--- config.mk ---
export PLATFORM = sky130hd
export DESIGN_NAME = pscr_regs
export DESIGN_NICKNAME = d
export VERILOG_FILES = /design/src/pkg/pscr_pkg.sv /design/src/hdl/pscr_regs.sv
export SDC_FILE = /design/constraint.sdc
export NUM_CORES = 1
export LEC_CHECK = 0
export BUFFER_PORTS_ARGS = -buffer_cell sky130_fd_sc_hd__buf_4
export CAP_MARGIN = 0
export CORE_UTILIZATION = 35
export CTS_CLUSTER_DIAMETER = 30
export DETAILED_ROUTE_END_ITERATION = 12
export GPL_TIMING_DRIVEN = 0
export PLACE_DENSITY = 0.54
export SYNTH_ARGS = -nofsm -noshare
export SYNTH_HDL_FRONTEND = slang
export SYNTH_SLANG_ARGS = --single-unit
--- constraint.sdc ---
create_clock -name MCLK -period 5.2 [get_ports MCLK]
set_input_delay 0.26 -clock MCLK [delete_from_list [all_inputs] [get_ports MCLK]]
set_output_delay 0.26 -clock MCLK [all_outputs]
set_load 0.01 [all_outputs]
--- src/pkg/pscr_pkg.sv ---
// Package of constants and carriers for the supply enable and buck one control register bank
package pscr_pkg;
    // Register indices; byte address is four times the index
    localparam logic [15:0] IDX_CONV_EN   = 16'h4050;
    localparam logic [15:0] IDX_REG_EN    = 16'h4051;
    localparam logic [15:0] IDX_CONV_STS  = 16'h4052;
    localparam logic [15:0] IDX_REG_STS   = 16'h4053;
    localparam logic [15:0] IDX_CTL_A     = 16'h4056;
    localparam logic [15:0] IDX_CTL_B     = 16'h4057;
    localparam logic [15:0] IDX_ON_CFG    = 16'h4058;
    localparam logic [15:0] IDX_SLP_CFG   = 16'h405a;
    localparam logic [15:0] IDX_INT_STS   = 16'h4060;
    localparam logic [15:0] IDX_INT_CLR   = 16'h4061;
    localparam logic [15:0] IDX_INT_EN    = 16'h4062;
    // Software write masks and reset values
    localparam logic [15:0] CONV_EN_MASK  = 16'h00cf;
    localparam logic [15:0] REG_EN_MASK   = 16'h07ff;
    localparam logic [15:0] CTL_A_WMASK   = 16'hd0b0;
    localparam logic [15:0] CTL_B_WMASK   = 16'hdc00;
    localparam logic [15:0] ON_CFG_WMASK  = 16'he07f;
    localparam logic [15:0] SLP_CFG_WMASK = 16'h007f;
    localparam logic [15:0] CTL_A_RST     = 16'h8000;
    localparam logic [15:0] ZERO_RST      = 16'h0000;
    // Field positions
    localparam int RATE_LSB = 14;
    localparam int PHASE_BIT = 12;
    localparam int FREQ_LSB = 8;
    localparam int FLOAT_BIT = 7;
    localparam int SS_LSB = 4;
    localparam int CAP_LSB = 0;
    localparam int ACT_LSB = 14;
    localparam int SRC_LSB = 11;
    localparam int VPICK_BIT = 10;
    localparam int SLOT_LSB = 13;
    localparam int EXT1_BIT = 6;
    localparam int EXT2_BIT = 7;
    localparam int INT_UV_BIT = 0;
    localparam int INT_SS_BIT = 1;
    // Timing
    localparam int CLK_MHZ = 10;
    localparam int RAMP_32_US = 32;
    localparam int RAMP_16_US = 16;
    localparam int RAMP_8_US = 8;
    localparam int SS_BASE_US = 32;
    localparam logic [11:0] RAMP_32_CYC = 12'(RAMP_32_US * CLK_MHZ);
    localparam logic [11:0] RAMP_16_CYC = 12'(RAMP_16_US * CLK_MHZ);
    localparam logic [11:0] RAMP_8_CYC  = 12'(RAMP_8_US * CLK_MHZ);
    localparam logic [11:0] SS_BASE_CYC = 12'(SS_BASE_US * CLK_MHZ);
    localparam logic [2:0] SS_LAST_STEP = 3'h7;
    // Field codes
    localparam logic [1:0] RATE_NOW   = 2'b11;
    localparam logic [1:0] ACT_IGNORE = 2'b00;
    localparam logic [1:0] ACT_SHUT   = 2'b01;
    localparam logic [1:0] ACT_RESET  = 2'b10;
    typedef enum logic [1:0] {
        SS_OFF  = 2'b00,
        SS_RAMP = 2'b01,
        SS_ON   = 2'b10
    } pscr_ss_e;
    // Drive towards the first buck converter's power stage
    typedef struct packed {
        logic [6:0] vsel;
        logic       clk_inv;
        logic [1:0] freq;
        logic       discharge;
        logic [2:0] ilim_step;
        logic       run;
    } pscr_buck_drv_s;
endpackage

--- src/hdl/pscr_regs.sv ---
// Supply enable, status and buck one control register bank on APB
//
// Contract
// - Four buck enable-request bits in bits 3:0, reset to 0.
// - Eleven regulator enable-request bits in bits 10:0, reset to 0.
// - Actual buck and regulator states in separate status registers, reset 0.
// - External power output requests in bits 6 and 7, reset 0.
// - External power output actual states in status bits 6 and 7.
// - Buck one voltage steps every 32, 16, 8us or immediately; reset 10.
// - Bit 12 inverts buck one switching clock phase; reset 0.
// - Bits 9:8 select 2 or 4 MHz switching; reset 00.
// - Frequency and capacitor fields change only during configuration load.
// - Disabled buck one output discharged unless float bit set.
// - Buck one starts in 8 current-limit steps of 32 to 256us.
// - Undervoltage action: ignore, shut down converter, or device reset.
// - Every buck one undervoltage fault raises an interrupt.
// - Bits 12:11 choose which hardware control input governs buck one.
// - Under hardware control bit 10 picks normal or sleep voltage.
// - Slot fields and upper five voltage bits load from configuration.
// - Fault shutdown clears that supply's request and status bits.
//
// The APB register port is this design's own decision.
`timescale 1ns/1ps
`default_nettype none
module pscr_regs
    import pscr_pkg::*;
#(
    parameter int NUM_BUCK = 4,
    parameter int NUM_LDO  = 11
) (
    // Clock and reset
    input  wire logic                    MCLK,
    input  wire logic                    RST,
    // APB slave
    input  wire logic                    PSEL,
    input  wire logic                    PENABLE,
    input  wire logic                    PWRITE,
    input  wire logic [17:0]             PADDR,
    input  wire logic [31:0]             PWDATA,
    output logic      [31:0]             PRDATA,
    output logic                         PREADY,
    output logic                         PSLVERR,
    // Configuration load from nonvolatile or external memory
    input  wire logic                    CFG_LOAD,
    input  wire logic [1:0]              CFG_FREQ,
    input  wire logic [1:0]              CFG_CAP,
    input  wire logic [2:0]              CFG_SLOT,
    input  wire logic [4:0]              CFG_VSEL_HI,
    // Pins from outside the clock domain
    input  wire logic                    BUCK1_UV,
    input  wire logic [1:0]              HW_CTRL,
    // Supply controls
    output logic      [NUM_BUCK-1:0]     BUCK_RUN,
    output logic      [NUM_LDO-1:0]      LDO_RUN,
    output logic      [1:0]              EXT_PWR,
    output pscr_pkg::pscr_buck_drv_s     BUCK1_DRV,
    output logic                         DEV_RESET_REQ,
    output logic                         IRQ
);
    import pscr_pkg::*;

    typedef struct packed {
        logic [15:0] conv_en;
        logic [15:0] reg_en;
        logic [15:0] conv_sts;
        logic [15:0] reg_sts;
        logic [15:0] ctl_a;
        logic [15:0] ctl_b;
        logic [15:0] on_cfg;
        logic [15:0] slp_cfg;
        logic [1:0]  int_sts;
        logic [1:0]  int_en;
        logic [1:0]  uv_sync;
        logic        uv_last;
        logic [1:0]  hw0_sync;
        logic [1:0]  hw1_sync;
        pscr_ss_e    ss;
        logic [2:0]  ss_step;
        logic [11:0] ss_cnt;
        logic [6:0]  vcur;
        logic [11:0] ramp_cnt;
        logic [31:0] rdata;
        logic        ready;
        logic        slverr;
        logic        rst_req;
        logic        irq;
        pscr_buck_drv_s drv;
    } pscr_state_s;

    pscr_state_s st_r;
    pscr_state_s st_nxt;

    logic        setup;
    logic        wr_acc;
    logic [15:0] idx;
    logic        mapped;
    logic [15:0] wd;
    logic        uv_evt;
    logic        hw_active;
    logic [6:0]  vtgt;
    logic [11:0] ramp_per;
    logic [11:0] ss_len;
    logic        shut;

    assign setup  = PSEL && !PENABLE;
    assign wr_acc = PSEL && PENABLE && PWRITE && st_r.ready;
    assign idx    = PADDR[17:2];
    assign wd     = PWDATA[15:0];
    assign mapped = (PADDR[1:0] == 2'b00) &&
                    (idx inside {IDX_CONV_EN, IDX_REG_EN, IDX_CONV_STS, IDX_REG_STS,
                                 IDX_CTL_A, IDX_CTL_B, IDX_ON_CFG, IDX_SLP_CFG,
                                 IDX_INT_STS, IDX_INT_CLR, IDX_INT_EN});
    // Only the second stage of each synchroniser is looked at
    assign uv_evt = st_r.uv_sync[1] && !st_r.uv_last;
    assign shut   = uv_evt && (st_r.ctl_b[ACT_LSB +: 2] == ACT_SHUT);

    always_comb begin
        case (st_r.ctl_b[SRC_LSB +: 2])
            2'b01:   hw_active = st_r.hw0_sync[1];
            2'b10:   hw_active = st_r.hw1_sync[1];
            2'b11:   hw_active = st_r.hw0_sync[1] || st_r.hw1_sync[1];
            default: hw_active = 1'b0;
        endcase
    end

    assign vtgt = (hw_active && st_r.ctl_b[VPICK_BIT]) ? st_r.slp_cfg[6:0] : st_r.on_cfg[6:0];

    always_comb begin
        case (st_r.ctl_a[RATE_LSB +: 2])
            2'b00:   ramp_per = RAMP_32_CYC;
            2'b01:   ramp_per = RAMP_16_CYC;
            default: ramp_per = RAMP_8_CYC;
        endcase
    end

    assign ss_len = SS_BASE_CYC << st_r.ctl_a[SS_LSB +: 2];

    always_comb begin
        st_nxt = st_r;
        st_nxt.uv_sync  = {st_r.uv_sync[0], BUCK1_UV};
        st_nxt.uv_last  = st_r.uv_sync[1];
        st_nxt.hw0_sync = {st_r.hw0_sync[0], HW_CTRL[0]};
        st_nxt.hw1_sync = {st_r.hw1_sync[0], HW_CTRL[1]};
        st_nxt.rst_req  = 1'b0;

        // APB: read data and ready prepared in setup, shown in the single access cycle
        st_nxt.ready  = setup;
        st_nxt.slverr = setup && !mapped;
        st_nxt.rdata  = 32'h0;
        if (setup && !PWRITE) begin
            case (idx)
                IDX_CONV_EN:  st_nxt.rdata = {16'h0, st_r.conv_en};
                IDX_REG_EN:   st_nxt.rdata = {16'h0, st_r.reg_en};
                IDX_CONV_STS: st_nxt.rdata = {16'h0, st_r.conv_sts};
                IDX_REG_STS:  st_nxt.rdata = {16'h0, st_r.reg_sts};
                IDX_CTL_A:    st_nxt.rdata = {16'h0, st_r.ctl_a};
                IDX_CTL_B:    st_nxt.rdata = {16'h0, st_r.ctl_b};
                IDX_ON_CFG:   st_nxt.rdata = {16'h0, st_r.on_cfg};
                IDX_SLP_CFG:  st_nxt.rdata = {16'h0, st_r.slp_cfg};
                IDX_INT_STS:  st_nxt.rdata = {30'h0, st_r.int_sts};
                IDX_INT_EN:   st_nxt.rdata = {30'h0, st_r.int_en};
                default:      st_nxt.rdata = 32'h0;
            endcase
        end

        // Software writes; status registers have no write path
        if (wr_acc && mapped) begin
            case (idx)
                IDX_CONV_EN: st_nxt.conv_en = wd & CONV_EN_MASK;
                IDX_REG_EN:  st_nxt.reg_en = wd & REG_EN_MASK;
                IDX_CTL_A: begin
                    st_nxt.ctl_a = (wd & CTL_A_WMASK) | (st_r.ctl_a & ~CTL_A_WMASK);
                end
                IDX_CTL_B: begin
                    st_nxt.ctl_b = (wd & CTL_B_WMASK) | (st_r.ctl_b & ~CTL_B_WMASK);
                end
                IDX_ON_CFG: begin
                    st_nxt.on_cfg = (wd & ON_CFG_WMASK) | (st_r.on_cfg & ~ON_CFG_WMASK);
                end
                IDX_SLP_CFG: st_nxt.slp_cfg = wd & SLP_CFG_WMASK;
                IDX_INT_EN:  st_nxt.int_en = wd[1:0];
                IDX_INT_CLR: st_nxt.int_sts = st_r.int_sts & ~wd[1:0];
                default: ;
            endcase
        end

        // Configuration load is the only path into frequency and capacitor fields
        if (CFG_LOAD) begin
            st_nxt.ctl_a[FREQ_LSB +: 2] = CFG_FREQ;
            st_nxt.ctl_a[CAP_LSB +: 2]  = CFG_CAP;
            st_nxt.on_cfg[SLOT_LSB +: 3] = CFG_SLOT;
            st_nxt.on_cfg[6:2]           = CFG_VSEL_HI;
        end

        // Actual states follow requests; buck one waits for soft start
        st_nxt.conv_sts = {8'h0, st_r.conv_en[EXT2_BIT], st_r.conv_en[EXT1_BIT], 2'b00,
                           st_r.conv_en[3:1], st_r.ss == SS_ON};
        st_nxt.reg_sts  = st_r.reg_en & REG_EN_MASK;

        // Soft start of buck one
        case (st_r.ss)
            SS_OFF: begin
                if (st_r.conv_en[0]) begin
                    st_nxt.ss      = SS_RAMP;
                    st_nxt.ss_step = 3'h0;
                    st_nxt.ss_cnt  = 12'h0;
                end
            end
            SS_RAMP: begin
                if (!st_r.conv_en[0]) begin
                    st_nxt.ss = SS_OFF;
                end else if (st_r.ss_cnt == ss_len - 12'h1) begin
                    st_nxt.ss_cnt = 12'h0;
                    if (st_r.ss_step == SS_LAST_STEP) begin
                        st_nxt.ss = SS_ON;
                    end else begin
                        st_nxt.ss_step = st_r.ss_step + 3'h1;
                    end
                end else begin
                    st_nxt.ss_cnt = st_r.ss_cnt + 12'h1;
                end
            end
            SS_ON: begin
                if (!st_r.conv_en[0]) begin
                    st_nxt.ss = SS_OFF;
                end
            end
            default: st_nxt.ss = SS_OFF;
        endcase

        // Output voltage ramp, one code step per period, or straight to target at RATE_NOW
        if (st_r.vcur == vtgt) begin
            st_nxt.ramp_cnt = 12'h0;
        end else if (st_r.ctl_a[RATE_LSB +: 2] == RATE_NOW) begin
            st_nxt.vcur = vtgt;
        end else if (st_r.ramp_cnt == ramp_per - 12'h1) begin
            st_nxt.ramp_cnt = 12'h0;
            st_nxt.vcur = (st_r.vcur < vtgt) ? st_r.vcur + 7'h1 : st_r.vcur - 7'h1;
        end else begin
            st_nxt.ramp_cnt = st_r.ramp_cnt + 12'h1;
        end

        // Undervoltage fault; fault shutdown beats a same-cycle software write
        if (shut) begin
            st_nxt.conv_en[0]  = 1'b0;
            st_nxt.conv_sts[0] = 1'b0;
            st_nxt.ss          = SS_OFF;
        end
        if (uv_evt && st_r.ctl_b[ACT_LSB +: 2] == ACT_RESET) begin
            st_nxt.rst_req = 1'b1;
        end

        // Interrupt events win over a same-cycle clear
        if (uv_evt) begin
            st_nxt.int_sts[INT_UV_BIT] = 1'b1;
        end
        if (st_r.ss == SS_RAMP && st_nxt.ss == SS_ON) begin
            st_nxt.int_sts[INT_SS_BIT] = 1'b1;
        end
        st_nxt.irq = |(st_nxt.int_sts & st_nxt.int_en);

        // Power stage drive taken from next state, so it leaves a flop without extra lag
        st_nxt.drv.vsel      = st_nxt.vcur;
        st_nxt.drv.clk_inv   = st_nxt.ctl_a[PHASE_BIT];
        st_nxt.drv.freq      = st_nxt.ctl_a[FREQ_LSB +: 2];
        st_nxt.drv.discharge = !st_nxt.conv_sts[0] && !st_nxt.ctl_a[FLOAT_BIT];
        st_nxt.drv.ilim_step = st_nxt.ss_step;
        st_nxt.drv.run       = st_nxt.ss != SS_OFF;
    end

    always_ff @(posedge MCLK or posedge RST) begin
        if (RST) begin
            st_r         <= '0;
            st_r.ctl_a   <= CTL_A_RST;
            st_r.ctl_b   <= ZERO_RST;
            st_r.ss      <= SS_OFF;
            st_r.drv.discharge <= 1'b1;
        end else begin
            st_r <= st_nxt;
        end
    end

    // Output drive from state flops
    assign PRDATA        = st_r.rdata;
    assign PREADY        = st_r.ready;
    assign PSLVERR       = st_r.slverr;
    assign BUCK_RUN      = st_r.conv_sts[NUM_BUCK-1:0];
    assign LDO_RUN       = st_r.reg_sts[NUM_LDO-1:0];
    assign EXT_PWR       = {st_r.conv_sts[EXT2_BIT], st_r.conv_sts[EXT1_BIT]};
    assign DEV_RESET_REQ = st_r.rst_req;
    assign IRQ           = st_r.irq;
    assign BUCK1_DRV     = st_r.drv;
endmodule // pscr_regs
`default_nettype wire

# Yosys cells after proc, flatten, opt, wreduce, memory -nomap -nowiden
# Index checks and enable logic that the tools add are counted.
# word_totals
register_bits	177
input_bits	71
output_inout_bits	68
word_cells	165
# classes
n_addsub	7
order_cmp	1
n_eq_ne	30
n_shift	1
mux	41
bitwise	7
n_reduce_logical	46
# ops
op	n
16-bit by 15-bit == test with 1-bit output, second input constant	11
16-bit one-hot mux with 10 select lines	1
65-bit 2-to-1 mux	1
12-bit 2-to-1 mux	4
7-bit 2-to-1 mux	5
17-bit 2-to-1 mux	2
16-bit 2-to-1 mux	2
32-bit 2-to-1 mux	1
16-bit by 14-bit OR with 16-bit output	2
15-bit one-hot mux with 2 select lines	1
12-bit by 1-bit adder with 12-bit output, second input constant	2
12-bit == test	2
2-bit AND reduction	10
9-bit one-hot mux with 2 select lines	1
2-bit 2-to-1 mux	8
16-bit by 13-bit OR with 16-bit output	1
2-bit nonzero test	8
15-bit 2-to-1 mux	1
1-bit logical AND	14
13-bit 2-to-1 mux	1
2-bit == test, second input constant	6
9-bit by 2-bit left shift with 12-bit output, first input constant	1
12-bit by 1-bit subtractor with 12-bit output, second input constant	1
11-bit 2-to-1 mux	1
other kinds (24)	46

# Depth between registers and ports, before layout
# depth
word_depth	12
mapped_depth	14
mapped_depth_nobuf	14

# Worst setup path before layout
# No wires, ideal clock.
# synth_path
path_type	reg2reg
from	register st_r[141] (netlist name)
to	register st_r (netlist bit BUCK1_DRV[14])
setup_time_ps	121
arrival_ps	3290
required_time_ps	5079
path_slack_ps	1789
stages_incl_launch_ff	15
n_path_buf	0
synth_period_minus_slack_ps	3411
cell_sequence	dfrtp_1 > a22o_1 > nand2_1 > mux2i_1 > ha_1 > a21o_1 > a21oi_1 > nand3_1 > fa_1 > a211oi_1 > o21bai_1 > a21oi_1 > xor2_1 > a21oi_1 > o22a_1
# synth_between
elab_chain_len	8
elab_cells_between_ends	13
classes_between	1 x order compare; 4 x eq/ne; 5 x mux; 1 x bitwise; 2 x reduce/logical
# synth_rtl
element	line_no	text
from (decl)	pscr_regs.sv:90	pscr_state_s st_r;
from (signal assigned)	pscr_regs.sv:279	st_r <= st_nxt;
2-bit == test / 2-bit by 1-bit == test with 1-bit output (equally long branches)	pscr_regs.sv:118	case (st_r.ctl_b[SRC_LSB +: 2])
1-bit one-hot mux with 3 select lines (*)	pscr_regs.sv:118	
1-bit logical AND (*)	pscr_regs.sv:126	assign vtgt = (hw_active && st_r.ctl_b[VPICK_BIT]) ? st_r.slp_cfg[6:0] : st_r.on_cfg[6:0];
7-bit 2-to-1 mux (*)	pscr_regs.sv:126	
7-bit less-than comparator	pscr_regs.sv:238	st_nxt.vcur = (st_r.vcur < vtgt) ? st_r.vcur + 7'h1 : st_r.vcur - 7'h1;
7-bit 2-to-1 mux	pscr_regs.sv:238	
7-bit 2-to-1 mux	pscr_regs.sv:236	end else if (st_r.ramp_cnt == ramp_per - 12'h1) begin
7-bit 2-to-1 mux	pscr_regs.sv:234	end else if (st_r.ctl_a[RATE_LSB +: 2] == RATE_NOW) begin
# Every way passes the cells marked *; elsewhere a longest branch is shown, timed or not. The select of a mux whose other input is x is not followed.
# A chain may end at the register's enable or synchronous reset.

# Worst setup path after layout
# layout_path
from	register st_r[90] (netlist name)
to	register st_r (netlist bit BUCK1_DRV[14])
# layout_between
elab_chain_len	8
elab_cells_between_ends	11
classes_between	1 x order compare; 1 x eq/ne; 5 x mux; 1 x bitwise; 3 x reduce/logical
# layout_rtl
element	line_no	text
1-bit logical OR	pscr_regs.sv:121	2'b11: hw_active = st_r.hw0_sync[1] || st_r.hw1_sync[1];
1-bit one-hot mux with 3 select lines (*)	pscr_regs.sv:118	
1-bit logical AND (*)	pscr_regs.sv:126	
7-bit 2-to-1 mux (*)	pscr_regs.sv:126	
7-bit less-than comparator	pscr_regs.sv:238	
7-bit 2-to-1 mux	pscr_regs.sv:238	
7-bit 2-to-1 mux	pscr_regs.sv:236	
7-bit 2-to-1 mux	pscr_regs.sv:234	
# Marks and branches as above.

==> run summary <==
run status: finished, final reports clean
HP Class: primary input to register
P&R area growth vs syn: 25.9%
Initial Util: 36.1%
FFs w/ async S/R, synth: 100%
largest family of logic cells by synthesized area: simple AND/OR/NAND/NOR gates
Die Width: 144 µm
Worst Skew: 0.0137 ns
initial antenna violation count: 0
critical path type: register to register
Die ar.: 0.0208 mm²
H-tree depth: 4
setup slack, reg-to-reg: 1.16 ns
Slew @ Worst Pin: 0.874 ns
total I/O pin count: 139
CTS tree: built
sequential cell area: 0.00338 mm²
crit path max fanout: 7
adder and majority gate portion of the synthesized area: 3.99%
Placer Congestion: 0.849
Routed Wire Length: 17.9 mm
Post-Synthesis Cells: 649
CTS max path bufs: 2
Power Total: 2.57 mW
Syn Area/Cell: 10.9 µm²
global-route wire length before repair: 28.4 mm
register bit total from synthesis: 135
final worst-path cycle share: 77.8%
fill cell count: 1911
final hold vios: 0
post-route ant nets: 0
TritonCTS Buffers: 17
GRT Resource Usage Total: 18.1%
DP Wirelength: 13.2 mm
cell taking the most area after synthesis: dfrtp_1
# rows: 51
drt drc: 0
unrepaired setup endpoints after global routing: false
Synth Area in Compound Gates: 12.4%
Skew-Pair Late Insertion Delay: 0.42 ns
Data arrival, critical path: 4.35 ns
EDFF count, synth: 0
gr ovfl total: 0
Final Critical Period: 4.04 ns
multiplexer area fraction after synthesis: 11.6%
largest net degree at the start of global routing: 86
Reg clk slew, reported paths: 0.06 ns
Worst EP required: 5.51 ns
static leakage: 4.38 nW
CTS Sinks: 135
Nets: 885
DP Area: 0.00830 mm²
final setup vio count: 0
Post-CTS Setup Bufs: 0
area occupied by multi-input gates: 0.00315 mm²
drt wl/cell: 16.7 µm
Die Ht: 144 µm
simple-gate share of the synthesized area: 14.7%
synth unique cells: 68
Max-cap violations: 0
Post-Synthesis Cell Area: 0.00709 mm²
1st-pass router iterations: 5
total number of vias: 5487
share of the synthesized area in the top cell type: 46.9%
sequential share of the synthesized area: 47.7%
post-synthesis xor/xnor area fraction: 0.988%
Main synth FF type: dfrtp_1
vias in the first global route: 5385
layout cells sized above 1: 34.3%
Ant. Diodes: 0
Max Slew Vio Count: 0
root buffer cell: clkbuf_16
Fmax: 247 MHz
VDD IR max: 0.194 mV
Rel. slew slack: 41.3%
hold slack: 0.0572 ns
crit path capture type: register
Startpoint Class: register
Ys Warns: 0
pwr/cell area: 288 mW/mm²
Vias/cell: 5.13
Synth area leaders: dfrtp_1 47%, mux2_2 7.3%, buf_4 6.9%
initial drt markers: 350
PortBufs: 104
Core ar.: 0.0197 mm²
post-route design area: 0.00893 mm²
[state kept, by name, indices dropped and copies added (netlist names)]
register,flops
PSLVERR,1
EXT_PWR,2
PRDATA,16
LDO_RUN,11
BUCK1_DRV,13
DEV_RESET_REQ,1
PREADY,1
st_nxt,20
IRQ,1
BUCK_RUN,4
st_r,65
[layer usage]
metal	wire [µm]	track usage [%]	vias to the layer above
li1	-	-	2596
met1	8490	24.3	2700
met2	8260	28.1	179
met3	960	5.07	12
met4	197	5.43	0
met5	0	0	-
[worst max-delay path, cell delays in order, from the launching register on]
cell	delay, ns
dfrtp_1	0.38
a22o_1	0.23
nand2_1	0.36
mux2i_1	0.42
ha_1	0.31
nand3_1	0.14
a211o_1	0.12
nand3_1	0.28
fa_1	0.53
a211oi_1	0.30
o21bai_1	0.12
a21oi_1	0.19
xor2_1	0.24
a21oi_1	0.10
o22a_1	0.21
[final timing paths]
kind / start / endpoint / depth (start not counted)
worst max-delay path: st_r[90] / BUCK1_DRV[14] / 14
worst min-delay path: CFG_VSEL_HI[1] / st_r[117] / 3
worst max register to register: st_r[90] / BUCK1_DRV[14] / 14
worst min register to register: st_nxt[93] / st_nxt[91] / 0
max in group asynchronous: RST / st_r[161] / 4
min in group asynchronous: RST / PRDATA[8] / 3
[power by group]
group / internal [mW] / switching [mW]
sequential: 1.09 / 0.0407
clock: 0.763 / 0.459
combinational: 0.101 / 0.116
[synthesized netlist by cell type (8+ instances only)]
library cell	count
a21oi_1	26
nand3_1	14
and3_1	11
buf_2	8
clkbuf_1	11
inv_1	10
nand4_1	11
o21ai_0	32
nand2_1	52
mux2i_1	22
nor2_1	31
buf_4	65
a31oi_1	11
ha_1	21
mux2_2	46
dfrtp_1	133
nor3_1	12
nor2b_1	9
a22oi_1	10
[per-stage QoR]
step                      setup WS [ns]  util, %  setup TNS (ns)  std cells
after floorplan                    1.33        -               0        664
after global placement           -0.184     42.0          -23.19       1033
after detailed placement           1.17     42.2               0       1034
after CTS                          1.13     45.4               0       1070
after global routing              0.894     45.4               0       1070
final                              1.16     45.4               0       1070
[timing repair]
item | 4_1_cts | 5_1_grt
endpoints found under the hold margin | 52 | 0
setup endpoints to repair | 0 | 0
resized for setup | 0 | 0
hold buffers | 4 | 0
[cell usage in the layout, fill, tap and decap left out, types with 4 or more instances in the layout]
master         netlist  layout
buf_4               65     169
dfrtp_1            133     133
nand2_1             52      52
mux2_2              46      46
o21ai_0             32      32
nor2_1              31      31
a21oi_1             26      26
mux2i_1             22      22
ha_1                21      21
clkbuf_16            0      17
conb_1               1      16
nand3_1             14      14
clkbuf_1            11      12
nor3_1              12      12
nand4_1             11      11
and3_1              11      11
a31oi_1             11      11
a22oi_1             10      10
inv_1               10       9
nor2b_1              9       9
buf_2                8       8
or3_1                7       7
a21o_1               7       7
nand2b_1             6       6
a22o_1               6       6
a211oi_1             6       6
a222oi_1             6       6
xnor2_1              5       5
o22ai_1              5       5
clkinv_2             0       5
nor4_4               4       4
clkinvlp_4           0       4
dlygate4sd3_1        0       4
[logic make-up after synthesis]
| group | Yosys count |
|---|---|
| adder cells (fa/ha/maj) | 22 |
| buffers and inverters | 95 |
| flip-flops | 135 |
| multiplexers | 72 |
| AND/OR/NAND/NOR | 183 |
| other | 1 |
| AO/OA/AOI/OAI | 133 |
| XOR/XNOR | 8 |
[final cells by class]
cell class,count,share of cell area (%)
multi-input cells,434,35.3
flip-flops and latches,135,37.8
clock inverters,13,1.72
clock buffers,19,4.96
plain buffers,85,6.50
repair buffers,109,9.50
well taps,265,3.71
inverters,10,0.476
Note: power is estimated with default switching activity, not from simulation.
